--- src/adc_seq_map.svh ---
`ifndef ADC_SEQ_MAP_SVH
`define ADC_SEQ_MAP_SVH

// Word addresses and address region codes on the converter bus interface
`define ADR_CTL_FIRST  6'h00
`define ADR_CTL_SECOND 6'h01
`define ADR_STATUS     6'h02
`define RGN_URJ        3'h2
`define RGN_SLJ        3'h3
`define RGN_ULJ        3'h4

// Control and status field positions
`define CF_RES10_BIT   7
`define CF_STS_LSB     4
`define CS_EIGHT_CONV_SELECT_BIT    6
`define CS_SCAN_BIT    5
`define CS_MULTI_CHANNEL_SELECT_BIT    4
`define ST_SEQ_BIT     15
`define ST_BUSY_BIT    8

// Phase lengths in converter clocks, bit counts and first trial codes
`define INIT_CYC       5'h02
`define XFER_CYC       5'h02
`define FINAL_MIN_CYC  5'h02
`define RES8_CYC       5'h0a
`define RES10_CYC      5'h0c
`define BITS8          4'h8
`define BITS10         4'ha
`define SAR_MSB10      10'h200
`define SAR_MSB8       10'h080
`endif

--- src/adc_seq_pkg.sv ---
package adc_seq_pkg;
  typedef enum logic [2:0] {PH_IDLE, PH_INIT, PH_XFER, PH_FINAL, PH_RES} phase_type;
  typedef enum logic [1:0] {V_URJ, V_SLJ, V_ULJ, V_NONE} view_type;
  typedef struct packed {
    logic       res10;
    logic [1:0] sts;
  } ctl_first_type;
  typedef struct packed {
    logic       eight_conv_select;
    logic       scan;
    logic       multi_channel_select;
    logic [3:0] chan;
  } ctl_second_type;
endpackage

--- src/adc_sequencer.sv ---
`timescale 1ns/1ps
`include "adc_seq_map.svh"
module adc_sequencer
  import adc_seq_pkg::*;
#(
  parameter int NUM_SLOTS = 8
) (
  // Clock and reset
  input  wire logic        clk,
  input  wire logic        rst,
  // Converter bus interface
  input  wire logic        bus_sel,
  input  wire logic        bus_wr,
  input  wire logic [5:0]  bus_addr,
  input  wire logic [15:0] bus_wdata,
  output logic      [15:0] bus_rdata,
  output logic             bus_ack,
  // Analog front end
  output logic      [3:0]  chan_sel,
  output logic             samp_init,
  output logic             xfer,
  output logic             samp_final,
  output logic             resolve,
  output logic      [9:0]  dac_code,
  input  wire logic        cmp_hi
);

  // Slot decode and flag vector are sized for eight slots
  if (NUM_SLOTS != 8) begin : g_bad_slots
    $error("NUM_SLOTS must be 8");
  end

  ctl_first_type  cf_q;
  ctl_second_type cs_q;
  phase_type      ph_q, ph_d;
  logic [4:0]     cnt_q, cnt_d;
  logic [2:0]     idx_q, idx_d;
  logic [9:0]     sar_q, sar_d;
  logic [9:0]     slot_q [8];
  logic [7:0]     ccf_q;
  logic           scf_q;
  logic [15:0]    rdata_q;
  logic           ack_q;

  function automatic logic [4:0] ph_last(phase_type p, logic [1:0] s, logic r10);
    case (p)
      PH_INIT:  ph_last = `INIT_CYC - 5'h01;
      PH_XFER:  ph_last = `XFER_CYC - 5'h01;
      PH_FINAL: ph_last = (`FINAL_MIN_CYC << s) - 5'h01;
      PH_RES:   ph_last = (r10 ? `RES10_CYC : `RES8_CYC) - 5'h01;
      default:  ph_last = 5'h00;
    endcase
  endfunction

  function automatic logic [15:0] fmt(view_type v, logic [9:0] l, logic r10);
    logic [9:0] u;
    u = r10 ? l : {l[9:2], 2'b00};
    case (v)
      V_URJ:   fmt = r10 ? {6'h00, l} : {8'h00, l[9:2]};
      V_SLJ:   fmt = {~u[9], u[8:0], 6'h00};
      V_ULJ:   fmt = {u, 6'h00};
      default: fmt = 16'h0000;
    endcase
  endfunction

  // Bus decode
  wire        wr_hit   = bus_sel & bus_wr;
  wire        rd_hit   = bus_sel & ~bus_wr;
  wire        start    = wr_hit & (bus_addr == `ADR_CTL_SECOND);
  wire        wr_first = wr_hit & (bus_addr == `ADR_CTL_FIRST);
  wire [2:0]  rgn      = bus_addr[5:3];
  // View picked by address region only
  // view from address
  wire view_type view  = (rgn == `RGN_URJ) ? V_URJ :
                         (rgn == `RGN_SLJ) ? V_SLJ :
                         (rgn == `RGN_ULJ) ? V_ULJ : V_NONE;
  wire [2:0]  mode     = {cs_q.scan, cs_q.multi_channel_select, cs_q.eight_conv_select};
  wire [2:0]  last_idx = mode[0] ? 3'h7 : 3'h3;
  wire        busy     = (ph_q != PH_IDLE);
  wire [4:0]  last     = ph_last(ph_q, cf_q.sts, cf_q.res10);
  wire        ph_end   = busy & (cnt_q == last);
  wire        store    = (ph_q == PH_RES) & ph_end;
  // 8-bit results sit in the low byte of the array code
  // bit count from resolution
  wire [3:0]  nbits    = cf_q.res10 ? `BITS10 : `BITS8;
  wire [3:0]  sar_bit  = nbits - cnt_q[3:0];
  wire [9:0]  sar_left = cf_q.res10 ? sar_q : {sar_q[7:0], 2'b00};
  wire [15:0] status   = {scf_q, 6'h00, busy, ccf_q};
  wire [15:0] slot_rd  = fmt(view, slot_q[bus_addr[2:0]], cf_q.res10);
  wire [15:0] rd_word  = (bus_addr == `ADR_CTL_FIRST)  ? {8'h00, cf_q.res10, 1'b0,
                                                          cf_q.sts, 4'h0} :
                         (bus_addr == `ADR_CTL_SECOND) ? {9'h000, cs_q} :
                         (bus_addr == `ADR_STATUS)     ? status : slot_rd;

  assign chan_sel   = ~mode[1] ? cs_q.chan :
                      mode[0]  ? {cs_q.chan[3], idx_q} :
                                 {cs_q.chan[3:2], idx_q[1:0]};
  assign samp_init  = (ph_q == PH_INIT);
  assign xfer       = (ph_q == PH_XFER);
  assign samp_final = (ph_q == PH_FINAL);
  assign resolve    = (ph_q == PH_RES);
  assign dac_code   = sar_q;
  assign bus_rdata  = rdata_q;
  assign bus_ack    = ack_q;

  always_comb begin
    ph_d  = ph_q;
    cnt_d = ph_end ? 5'h00 : cnt_q + 5'h01;
    idx_d = idx_q;
    sar_d = sar_q;
    case (ph_q)
      PH_IDLE:  cnt_d = 5'h00;
      PH_INIT:  if (ph_end) ph_d = PH_XFER;
      PH_XFER:  if (ph_end) ph_d = PH_FINAL;
      PH_FINAL: if (ph_end) ph_d = PH_RES;
      PH_RES: begin
        if (cnt_q == 5'h00) begin
          sar_d = cf_q.res10 ? `SAR_MSB10 : `SAR_MSB8;
        end else if (!store) begin
          if (!cmp_hi) sar_d[sar_bit] = 1'b0;
          if (sar_bit != 4'h0) sar_d[sar_bit - 4'h1] = 1'b1;
        end else if (idx_q == last_idx) begin
          idx_d = 3'h0;
          ph_d  = cs_q.scan ? PH_INIT : PH_IDLE;
        end else begin
          idx_d = idx_q + 3'h1;
          ph_d  = PH_INIT;
        end
      end
      default: ph_d = PH_IDLE;
    endcase
    if (start) begin
      ph_d  = PH_INIT;
      cnt_d = 5'h00;
      idx_d = 3'h0;
    end
  end

  always_ff @(posedge clk) begin
    if (rst) begin
      ph_q  <= PH_IDLE;
      cnt_q <= 5'h00;
      idx_q <= 3'h0;
      sar_q <= 10'h000;
    end else begin
      ph_q  <= ph_d;
      cnt_q <= cnt_d;
      idx_q <= idx_d;
      sar_q <= sar_d;
    end
  end

  // Control registers; writing the second one restarts the sequence
  always_ff @(posedge clk) begin
    if (rst) begin
      cf_q <= '0;
      cs_q <= '0;
    end else begin
      if (wr_first) begin
        cf_q <= {bus_wdata[`CF_RES10_BIT], bus_wdata[`CF_STS_LSB +: 2]};
      end
      if (start) begin
        cs_q <= {bus_wdata[`CS_EIGHT_CONV_SELECT_BIT], bus_wdata[`CS_SCAN_BIT],
                 bus_wdata[`CS_MULTI_CHANNEL_SELECT_BIT], bus_wdata[3:0]};
      end
    end
  end

  // Restart clears flags; a store in the same cycle still sets
  always_ff @(posedge clk) begin
    if (rst) begin
      ccf_q <= 8'h00;
      scf_q <= 1'b0;
    end else begin
      if (start) begin
        ccf_q <= 8'h00;
        scf_q <= 1'b0;
      end
      if (store) begin
        ccf_q[idx_q] <= 1'b1;
        if (idx_q == last_idx) scf_q <= 1'b1;
      end
    end
  end

  // Result slots; bus writes never reach them
  // copy to slot
  genvar g;
  generate
    for (g = 0; g < 8; g++) begin : g_slot
      always_ff @(posedge clk) begin
        if (rst) slot_q[g] <= 10'h000;
        else if (store && idx_q == g) slot_q[g] <= sar_left;
      end
    end
  endgenerate

  // Registered read data, one cycle after the request
  // slots only via bus
  always_ff @(posedge clk) begin
    if (rst) begin
      rdata_q <= 16'h0000;
      ack_q   <= 1'b0;
    end else begin
      ack_q <= bus_sel;
      if (rd_hit) rdata_q <= rd_word;
    end
  end

  property p_init_len;
    @(posedge clk) disable iff (rst || start)
      $rose(samp_init) |-> samp_init ##1 samp_init ##1 xfer;
  endproperty
  a_init_len: assert property (p_init_len) else $error("initial sample not 2 cycles");

  property p_xfer_len;
    @(posedge clk) disable iff (rst || start)
      $rose(xfer) |-> xfer[*2] ##1 samp_final;
  endproperty
  a_xfer_len: assert property (p_xfer_len) else $error("transfer not 2 cycles");

  // Own run counter, so the check does not lean on the phase counter
  logic [4:0]     fin_run_q;
  always_ff @(posedge clk) begin
    if (rst || !samp_final) fin_run_q <= 5'h00;
    else fin_run_q <= fin_run_q + 5'h01;
  end

  property p_final_len;
    @(posedge clk) disable iff (rst)
      $rose(resolve) |-> fin_run_q == (`FINAL_MIN_CYC << cf_q.sts);
  endproperty
  a_final_len: assert property (p_final_len) else $error("final sample length wrong");

  property p_res8_len;
    @(posedge clk) disable iff (rst || start)
      ($rose(resolve) && !cf_q.res10) |-> !store[*8] ##1 !store ##1 store;
  endproperty
  a_res8_len: assert property (p_res8_len) else $error("8-bit resolution not 10");

  property p_res10_len;
    @(posedge clk) disable iff (rst || start)
      ($rose(resolve) && cf_q.res10) |-> ##11 store;
  endproperty
  a_res10_len: assert property (p_res10_len) else $error("10-bit resolution not 12");

  property p_sar_init;
    @(posedge clk) disable iff (rst || start)
      $rose(resolve) |=> dac_code == (cf_q.res10 ? 10'h200 : 10'h080);
  endproperty
  a_sar_init: assert property (p_sar_init) else $error("approximation start wrong");

  property p_store;
    @(posedge clk) disable iff (rst)
      store |=> slot_q[$past(idx_q)] == $past(sar_left) && ccf_q[$past(idx_q)];
  endproperty
  a_store: assert property (p_store) else $error("slot or flag not updated");

  property p_urj_zero;
    @(posedge clk) disable iff (rst)
      (rd_hit && view == V_URJ) |=> bus_rdata[15:10] == 6'h00;
  endproperty
  a_urj_zero: assert property (p_urj_zero) else $error("right view upper bits set");

  property p_ljust_zero;
    @(posedge clk) disable iff (rst)
      (rd_hit && (view == V_SLJ || view == V_ULJ)) |=> bus_rdata[5:0] == 6'h00;
  endproperty
  a_ljust_zero: assert property (p_ljust_zero) else $error("left view low bits set");

  property p_chan_multi4;
    @(posedge clk) disable iff (rst)
      (busy && mode[1:0] == 2'b10) |-> chan_sel == {cs_q.chan[3:2], idx_q[1:0]};
  endproperty
  a_chan_multi4: assert property (p_chan_multi4) else $error("channel map wrong");

  property p_phase_order;
    @(posedge clk) disable iff (rst)
      $rose(resolve) |-> $past(samp_final);
  endproperty
  a_phase_order: assert property (p_phase_order) else $error("resolve not after final");

  // Stored codes are left-justified, so bit 9 is the top result bit
  wire        slot_top = slot_q[bus_addr[2:0]][9];

  property p_slj_sign;
    @(posedge clk) disable iff (rst)
      (rd_hit && view == V_SLJ) |=> bus_rdata[15] == !$past(slot_top);
  endproperty
  a_slj_sign: assert property (p_slj_sign) else $error("signed view top bit wrong");

endmodule

--- config.mk ---
export PLATFORM = sky130hd
export DESIGN_NAME = adc_sequencer
export DESIGN_NICKNAME = d
export VERILOG_FILES = /design/src/adc_seq_pkg.sv /design/src/adc_sequencer.sv
export VERILOG_INCLUDE_DIRS = /design/src /design/src/src
export SDC_FILE = /design/constraint.sdc
export NUM_CORES = 1
export LEC_CHECK = 0
export CAP_MARGIN = 20
export CORE_MARGIN = 5
export CORE_UTILIZATION = 40
export CTS_CLUSTER_SIZE = 30
export DETAILED_ROUTE_END_ITERATION = 10
export DONT_BUFFER_PORTS = 1
export PLACE_DENSITY = 0.56
export SLEW_MARGIN = 10
export SYNTH_ARGS = -nofsm -noshare
export SYNTH_HDL_FRONTEND = slang
export SYNTH_SLANG_ARGS = --single-unit
--- constraint.sdc ---
create_clock -name clk -period 7.38 [get_ports clk]
set_input_delay 0 -clock clk [delete_from_list [all_inputs] [get_ports clk]]
set_output_delay 0 -clock clk [all_outputs]
set_load 0.1 [all_outputs]
## Yosys cells after proc, flatten, opt, wreduce, memory -nomap -nowiden

Memory sizes are Yosys's and may differ from the RTL's.
Cells that the tools add are included.

| cells by class | value |
|---|---|
| equal/unequal tests | 32 |
| $add $sub $neg | 6 |
| order comparisons | 6 |
| reductions and logical operators | 25 |
| shift-type cells | 1 |
| muxes and demuxes | 80 |
| bitwise gates (word level) | 22 |

Operators with widths:

| cell | count |
|---|---|
| 10-bit 2-to-1 mux | 18 |
| 16-bit 2-to-1 mux | 3 |
| 16-bit case mux with 3 select lines | 1 |
| 1-bit 2-to-1 mux | 36 |
| 3-bit 2-to-1 mux | 10 |
| 8-bit 2-to-1 mux | 3 |
| 3-bit by 2-bit equality test with 1-bit output, second input constant | 6 |
| 3-bit equality test, second input constant | 6 |
| 3-bit case mux with 5 select lines | 1 |
| 5-bit case mux with 3 select lines | 1 |
| 3-bit by 1-bit inequality test with 1-bit output, second input constant | 4 |
| 6-bit AND reduction | 2 |
| 1-bit logical AND | 11 |
| 10-bit bitwise AND | 1 |
| 4-bit by 5-bit less-than comparator with 1-bit output, second input constant | 2 |
| 2-bit by 1-bit inequality test with 1-bit output, second input constant | 5 |
| 10-bit NOT | 1 |
| 10-bit bitwise OR | 1 |
| 1-bit demux with 4-bit select | 2 |
| 4-bit by 1-bit greater-or-equal comparator with 1-bit output, second input constant | 2 |
| 2-bit 2-to-1 mux | 4 |
| 1-bit bitwise OR | 8 |
| 8-bit bitwise OR | 1 |
| 1-bit bitwise AND | 6 |
| other kinds (30) | 37 |

| storage, ports and cells | value |
|---|---|
| RAM bits | 80 |
| memories | 1 |
| word-level logic and storage cells | 188 |
| output and inout port bits | 35 |
| register bits | 57 |
| bits of input ports | 27 |

Memory list:

| name | depth | width | read ports | clocked after memory_dff | write ports | RTL line | RTL |
|---|---|---|---|---|---|---|---|
| slot_q | 8 | 10 | 1 | 0 | 8 | adc_sequencer.sv:39 | `logic [9:0] slot_q [8];` |

## Depth between registers and ports, before layout

Gate-level depths: netlist (run 1).

| depth | value |
|---|---|
| depth after elaboration | 16 |
| depth in mapped cells | 11 |
| depth with buffers taken out | 9 |

## Worst setup path before layout (run 1)

OpenSTA, ideal clock, no wires.

| path | value |
|---|---|
| kind | reg-to-reg |
| start point | reg ph_q[0] |
| end point | mem slot_q[0][0], enable pin |
| stages on the path, launching flop included | 9 |
| clock period less this slack | 3.716 ns |
| setup time | 0.336 ns |
| required time | 7.044 ns |
| setup slack | 3.664 ns |
| buffers on the path | 2 |
| arrival | 3.380 ns |
| cell sequence | dfxtp_1 buf_2 nor3b_2 nand3_1 a311oi_4 and3_1 buf_4 and2_1 a21o_1 |

RTL lines:

| what | RTL line | RTL |
|---|---|---|
| start: declaration | adc_sequencer.sv:35 | `phase_type ph_q, ph_d;` |
| start signal: assignment | adc_sequencer.sv:146 | `ph_q <= ph_d;` |
| end: declaration | adc_sequencer.sv:39 |  |

==> reports/metrics.yaml, run 1 <==
placed_design:
  dp_slack_ps: 3390
  io_buffers: 0
  gp_congestion: 0.853
  place_hpwl_um: 12300
critical_path:
  worstPathMaxFanout: 11
  regToRegSetupSlack_ps: 3380
  crit_start: "ph_q[1]$_SDFFE_PP0P_"
  critPathArrivalTime_ps: 4060
  end_kind: "flip-flop"
  critPathTopFamily: "simple AND/OR/NAND/NOR gates"
  start_kind: "flip-flop"
  worstPathRequired_ps: 7440
  crit_buf_inv: 0
  rr_worst_depth: 6
  r2r_start: "ph_q[1]$_SDFFE_PP0P_"
  cpPeakStageDelay_ps: 990
  cp_cell_sequence: "and3b_1, nand3_1, a311oi_4, and3_1, and2_1, a21o_1"
  critPathKind: "flip-flop to flip-flop"
  r2r_end: "slot_q[1][2]$_SDFFCE_PN0P_"
  critPathSlowestCell: "and3b_1"
yosys:
  synth_fa_ha_area_share_pct: 2.98
  yosys.area_share.simple_pct: 18.2
  yosys.area.top_type: "edfxtp_1"
  ys.flop_type: "edfxtp_1"
  ys_types: 70
  synth-edff-count: 80
  syn_area_um2: 6970
  synth_top_family_by_area: "simple AND/OR/NAND/NOR gates"
  avgSynthCellArea_um2: 10.7
  synth-seq-cells: 137
  syn_nets: 692
  synthTopCellsByArea: "edfxtp_1, dfxtp_1, nor2_1"
  ys_seq_area_share_pct: 50.8
  synth_compound_area_share_pct: 12.9
  ys_async_sr_fraction_pct: 0
  synth-xor-area-share_pct: 1.13
  yosysTopAreaCellShare_pct: 34.4
  yosys_warnings: 0
  synthCells: 649
  synth_mux_area_share_pct: 10.7
cells_and_area:
  drive_above_1_share_pct: 13.3
  syn_to_final_growth_pct: 16.1
  final_nets: 707
  n_antenna_cell: 0
drt:
  vias_per_cell: 5.72
  dr.first_iter.drc_count: 431
  dr_wl_met3_um: 1170
  drc: 0
  wl_um: 18400
  vias: 5161
  wl_per_cell_um: 20.4
  highest_layer: "met4"
  dr_wl_met2_um: 8800
  drt_pre_antenna_iters: 5
  detail-route-antenna-nets: 0
  wl_met1_um: 8010
die:
  core_um2: 17200
  die-area_um2: 20200
  io_pins: 62
  start_util_pct: 40.6
  rows: 48
  dieWidth_um: 142
  chipHeight_um: 142
hold_path:
  holdPathStages: 1
  min_from: "rst"
  min_path_type: "primary input to flip-flop"
  min_to: "slot_q[4][0]$_SDFFCE_PN0P_"
clocking:
  cts.clk_slew.worst_paths_ps: 60
  clk_latency_ps: 430
  clock_path_buffers: 2
  tritoncts: "yes"
  postCtsSetupBuffers: 0
  cts_root_buf: "clkbuf_16"
  ctsResizeCount: 0
  cts_buffers: 17
  ctsHoldBuffers: 28
  cts_num_sinks: 137
  h-tree-depth: 4
global_routing:
  grt_max_degree: 46
  antenna_found_initial: 0
  grt_util_all_layers_pct: 19.0
  first_global_vias: 5203
  grt_pass1_wl_um: 29500
  globalRouteOverflowTotal: 0
timing:
  min_period_ps: 4000
  worst_slew_pin_slew_ps: 1130
  fin_tns_setup_ps: 0
  fin_worst_skew_ps: 6.55
  drv_slew: 0
  setup_viol: 0
  slew_headroom_pct: 24.4
  fmax_ghz: 0.250
  finalWorstSetupSlack_ps: 3380
  rsz0062_at_grt: "false"
  finalCritPeriodShare_pct: 54.2
  hold_viol: 0
pwr:
  ir_drop_uv: 166
  leakagePower_nw: 2.68
  p_per_area_nw_per_um2: 225
  p_total_w: 0.00182
outcome:
  status: "finished clean"
flow_run:
  max-cap-violations: 0
==> through the flow <==
stage	cells	util [%]	area (µm²)	hold slack, ps
global placement	840	41.8	7180	80.8
global route	902	47.2	8100	24.2
finish	902	47.2	8100	15.8
detailed placement	841	41.8	7190	85.5
CTS	901	47.1	8080	1.38
floorplan	649	-	6970	128
==> registers in the layout, summed over array words and instances (netlist names) <==
name	cells
idx_q	3
cf_q	3
slot_q	80
bus_rdata	16
scf_q	1
cnt_q	5
bus_ack	1
cs_q	7
ccf_q	8
dac_code	10
ph_q	3
==> how the worst max path moves through the flow <==
stage	cells past startpoint	slack [ps]	end
after floorplan	8	3660	slot_q[0][0]$_SDFFCE_PN0P_
after global placement	6	3470	slot_q[1][1]$_SDFFCE_PN0P_
after detailed placement	6	3390	slot_q[1][1]$_SDFFCE_PN0P_
after CTS	6	3400	slot_q[1][2]$_SDFFCE_PN0P_
after global routing	6	3170	slot_q[0][0]$_SDFFCE_PN0P_
final	6	3380	slot_q[1][2]$_SDFFCE_PN0P_
==> cells in the mapped netlist, types with 3 or more instances <==
cell       count
o22ai_1        7
mux2_2        10
nor3b_1        8
o21ai_1        3
nor4_1         3
mux4_2        20
a221oi_1       5
o2111ai_1      3
a22oi_1        7
buf_2          8
and2_1         5
nand3_1        9
nand3_4        6
xor2_1         3
a31oi_1        3
or2_2          4
nor2b_1        8
edfxtp_1      80
a32o_1         8
and3_1         7
nand2_1       59
a2111oi_0      4
inv_1         15
nor2_1       121
o21ai_0       13
nand3b_1       3
o31ai_1        7
ha_1          15
clkbuf_1      25
a311oi_1       3
a21o_1         5
a21oi_1       29
xnor2_1        6
dfxtp_1       57
mux2i_1       18
buf_1          3
o32ai_1        3
o2bb2ai_1      3
nand2b_1       7
nor3_1         7
a31o_2         3
==> layer usage <==
metal  up-vias  GRT usage [%]
met5         -              0
li1       2425              -
met2       185           29.4
met1      2517           25.5
met3        34           4.87
met4         0           7.42
==> cell type report <==
cell class	instances	area, µm²
Multi-Input combinational cell	456	3220
Sequential cell	137	3540
Inverter	17	63.8
Clock buffer	17	425
Timing Repair Buffer	35	383
Tap cell	225	282
Clock inverter	15	181
Fill cell	1638	9080
==> layout by cell type, fill, tap and decap left out, drive strengths merged, types with 5 or more instances in the layout <==
master,instances
mux2,10
o21ai,16
o31ai,8
xnor2,6
nand3,15
mux2i,18
clkbuf,17
clkinv,9
ha,15
nand2b,7
inv,16
nor3b,9
nor2,121
nor3,7
dlygate4sd3,28
dfxtp,57
buf,7
a21o,5
and2,5
a22oi,7
a21oi,29
a221oi,5
edfxtp,80
nand2,62
nor2b,8
mux4,20
and3,7
o22ai,7
a32o,8
==> cells by family after synthesis <==
| kind of cell | after synthesis |
|---|---|
| flops | 137 |
| mux | 48 |
| xor+xnor | 9 |
| buf+inv | 56 |
| simple gates | 259 |
| compound gates | 124 |
| fa+ha+maj | 16 |
==> where the power goes <==
part	leakage [nW]	internal (W)	switching, W
logic	1.14	0.0000407	0.0000486
clock network	0.289	0.000558	0.000321
registers	1.25	0.000828	0.0000280
==> worst reg2reg max path, cell delays in order, from the launching register on <==
cell	delay (ps)
dfxtp_1	570
and3b_1	990
nand3_1	300
a311oi_4	470
and3_1	560
and2_1	250
a21o_1	490
(Power assumes the default switching activity.)
==> inputs of run 2 (changes only) <==
- clock period: 7.38 -> 4.1 ns (I/O delays scaled with it)
==> run 2 against run 1 <==
Against the previous run:
- routed wire length fell by 0.55%
- critical path depth rose by 3
- power rose by 72%
- maximum frequency rose by 6.4%
- clock power rose by 63%
- first-iteration DRC count fell by 7.2%
- global-route usage fell by 0.36 points
- cell area fell by 0.63%
- combinational power rose by 77%
- flip-flop and latch count did not move
- critical endpoint is now dac_code[9]$_SDFFE_PP0P_
==> reports/metrics.yaml, run 2 (synthesized netlist as in run 1, its figures left out) <==
outcome:
  status: "finished clean"  # unchanged
global_routing:
  grt_max_degree: 46  # unchanged
  grt_pass1_wl_um: 28900  # was 29,500 µm
  first_global_vias: 5088  # was 5,203
  grt_util_all_layers_pct: 18.6  # was 19.0%
  antenna_found_initial: 0  # unchanged
  globalRouteOverflowTotal: 0  # unchanged
cells_and_area:
  n_antenna_cell: 0  # unchanged
  syn_to_final_growth_pct: 15.4  # was 16.1%
  drive_above_1_share_pct: 14.0  # was 13.3%
  largest_register_ffs: 80  # unchanged
  layout_common_cells: "nor2_1, edfxtp_1, nand2_1"  # unchanged
  utilization_pct: 46.9  # was 47.2%
  fillers: 1621  # was 1,638
  regMostFlops: "slot_q"  # unchanged
  final_nets: 708  # was 707
  final_common_cell: "nor2_1"  # unchanged
critical_path:
  critPathCapture: "dac_code[9]$_SDFFE_PP0P_"  # was slot_q[1][2]$_SDFFCE_PN0P_
  critPathSlowestCell: "dfxtp_1"  # was and3b_1
  crit_start: "cf_q[2]$_SDFFE_PP0P_"  # was ph_q[1]$_SDFFE_PP0P_
  cp_cell_sequence: "inv_1, fa_1, nor2b_1, o21ai_0, a2111oi_0, nor3b_1, nand4b_1, a311oi_1, dlygate4sd3_1"  # was and3b_1, nand3_1, a311oi_4, and3_1, and2_1, a21o_1
  cpPeakStageDelay_ps: 760  # was 990 ps
  critPathArrivalTime_ps: 4120  # was 4060 ps
  start_kind: "flip-flop"  # unchanged
  rr_worst_depth: 9  # was 6
  r2r_end: "dac_code[9]$_SDFFE_PP0P_"  # was slot_q[1][2]$_SDFFCE_PN0P_
  r2r_start: "cf_q[2]$_SDFFE_PP0P_"  # was ph_q[1]$_SDFFE_PP0P_
  worstPathMaxFanout: 18  # was 11
  regToRegSetupSlack_ps: 340  # was 3380 ps
  critPathKind: "flip-flop to flip-flop"  # unchanged
  end_kind: "flip-flop"  # unchanged
  worstPathRequired_ps: 4470  # was 7440 ps
timing:
  hold_viol: 0  # unchanged
  worst_slew_pin_slew_ps: 1140  # was 1130 ps
  slew_headroom_pct: 23.0  # was 24.4%
  fin_tns_setup_ps: 0  # unchanged
  finalCritPeriodShare_pct: 91.7  # was 54.2%
  drv_slew: 0  # unchanged
  setup_viol: 0  # unchanged
  min_period_ps: 3760  # was 4000 ps
  rsz0062_at_grt: "false"  # unchanged
  fmax_ghz: 0.266  # was 0.250 GHz
  fin_worst_skew_ps: 6.33  # was 6.55 ps
pwr:
  ir_drop_uv: 323  # was 166 µV
  p_per_area_nw_per_um2: 389  # was 225 nW/µm²
  leakagePower_nw: 2.70  # was 2.68 nW
die:
  dieWidth_um: 142  # unchanged
  die-area_um2: 20200  # unchanged
  core_um2: 17200  # unchanged
  start_util_pct: 40.6  # unchanged
  rows: 48  # unchanged
  io_pins: 62  # unchanged
  chipHeight_um: 142  # unchanged
drt:
  vias: 5146  # was 5,161
  detail-route-antenna-nets: 0  # unchanged
  dr.first_iter.drc_count: 400  # was 431
  drc: 0  # unchanged
  wl_um: 18300  # was 18,400 µm
  drt_pre_antenna_iters: 4  # was 5
  vias_per_cell: 5.70  # was 5.72
  wl_per_cell_um: 20.2  # was 20.4 µm
clocking:
  cts.clk_slew.worst_paths_ps: 60  # about the same
  cts_num_sinks: 137  # unchanged
  tritoncts: "yes"  # unchanged
  cts_buffers: 17  # unchanged
  h-tree-depth: 4  # unchanged
  postCtsSetupBuffers: 0  # unchanged
  clock_path_buffers: 2  # unchanged
  cts_root_buf: "clkbuf_16"  # unchanged
  clk_latency_ps: 420  # was 430 ps
  ctsResizeCount: 0  # unchanged
flow_run:
  max-cap-violations: 0  # unchanged
hold_path:
  min_from: "bus_addr[0]"  # was rst
  min_path_type: "primary input to flip-flop"  # unchanged
placed_design:
  place_hpwl_um: 12300  # about the same
  io_buffers: 0  # unchanged
  gp_congestion: 0.830  # was 0.853
run 2: final cells by class:
type	count	area [µm²]	share of cell area (%)
multi-input cells	456	3220	40.0
clock inverters	8	41.3	0.513
clock buffers	24	514	6.39
flip-flops and latches	137	3540	44.0
repair buffers	36	388	4.82
well taps	225	282	3.50
inverters	17	63.8	0.793
run 2: critical path: cells and delay by family (launching register included):
kind / cells / cell delay, ps
AOI/OAI and AO/OA: 3 / 850
adders and majority gates: 1 / 630
buffers and inverters: 2 / 930
DFF: 1 / 760
and+or+nand+nor: 3 / 550
run 2: report_power, final:
| group | switching, W | internal (W) | leakage [nW] |
|---|---|---|---|
| sequential | 0.0000503 | 0.00149 | 1.25 |
| combinational | 0.0000858 | 0.0000724 | 1.16 |
| clock | 0.000563 | 0.000869 | 0.289 |
run 2: worst min-delay path by stage:
stage,depth (start not counted),end
after floorplan,1,bus_ack$_SDFF_PP0_
after global routing,1,slot_q[4][9]$_SDFFCE_PN0P_
after detailed placement,1,cf_q[2]$_SDFFE_PP0P_
after global placement,1,cf_q[2]$_SDFFE_PP0P_
final,4,bus_rdata[5]$_SDFFE_PP0P_
after CTS,4,bus_rdata[5]$_SDFFE_PP0P_
run 2: through the flow:
| step | total power (W) | hold WS, ps | cells | cell area [µm²] | setup WS, ps |
|---|---|---|---|---|---|
| 2_1_floorplan | 0.00168 | 128 | 649 | 6970 | 384 |
| 3_3_place_gp | 0.00170 | 83.7 | 842 | 7200 | 793 |
| 3_5_place_dp | 0.00170 | 85.7 | 843 | 7200 | 706 |
| 4_1_cts | 0.00316 | 4.48 | 903 | 8050 | 414 |
| 5_1_grt | 0.00324 | 20.8 | 903 | 8050 | 131 |
| 6_report | 0.00313 | 20.0 | 903 | 8050 | 341 |
run 2: layer usage:
metal,vias up,share of wire [%],track usage [%]
li1,2422,-,-
met1,2542,45,25.2
met2,159,47,28.8
met3,23,6.0,5.07
met4,0,2.2,6.67
met5,-,0,0
run 2: what timing repair did:
action | 4_1_cts | 5_1_grt
endpoints found under the hold margin | 52 | 0
hold buffers | 28 | 0
setup endpoints to repair | 0 | 0
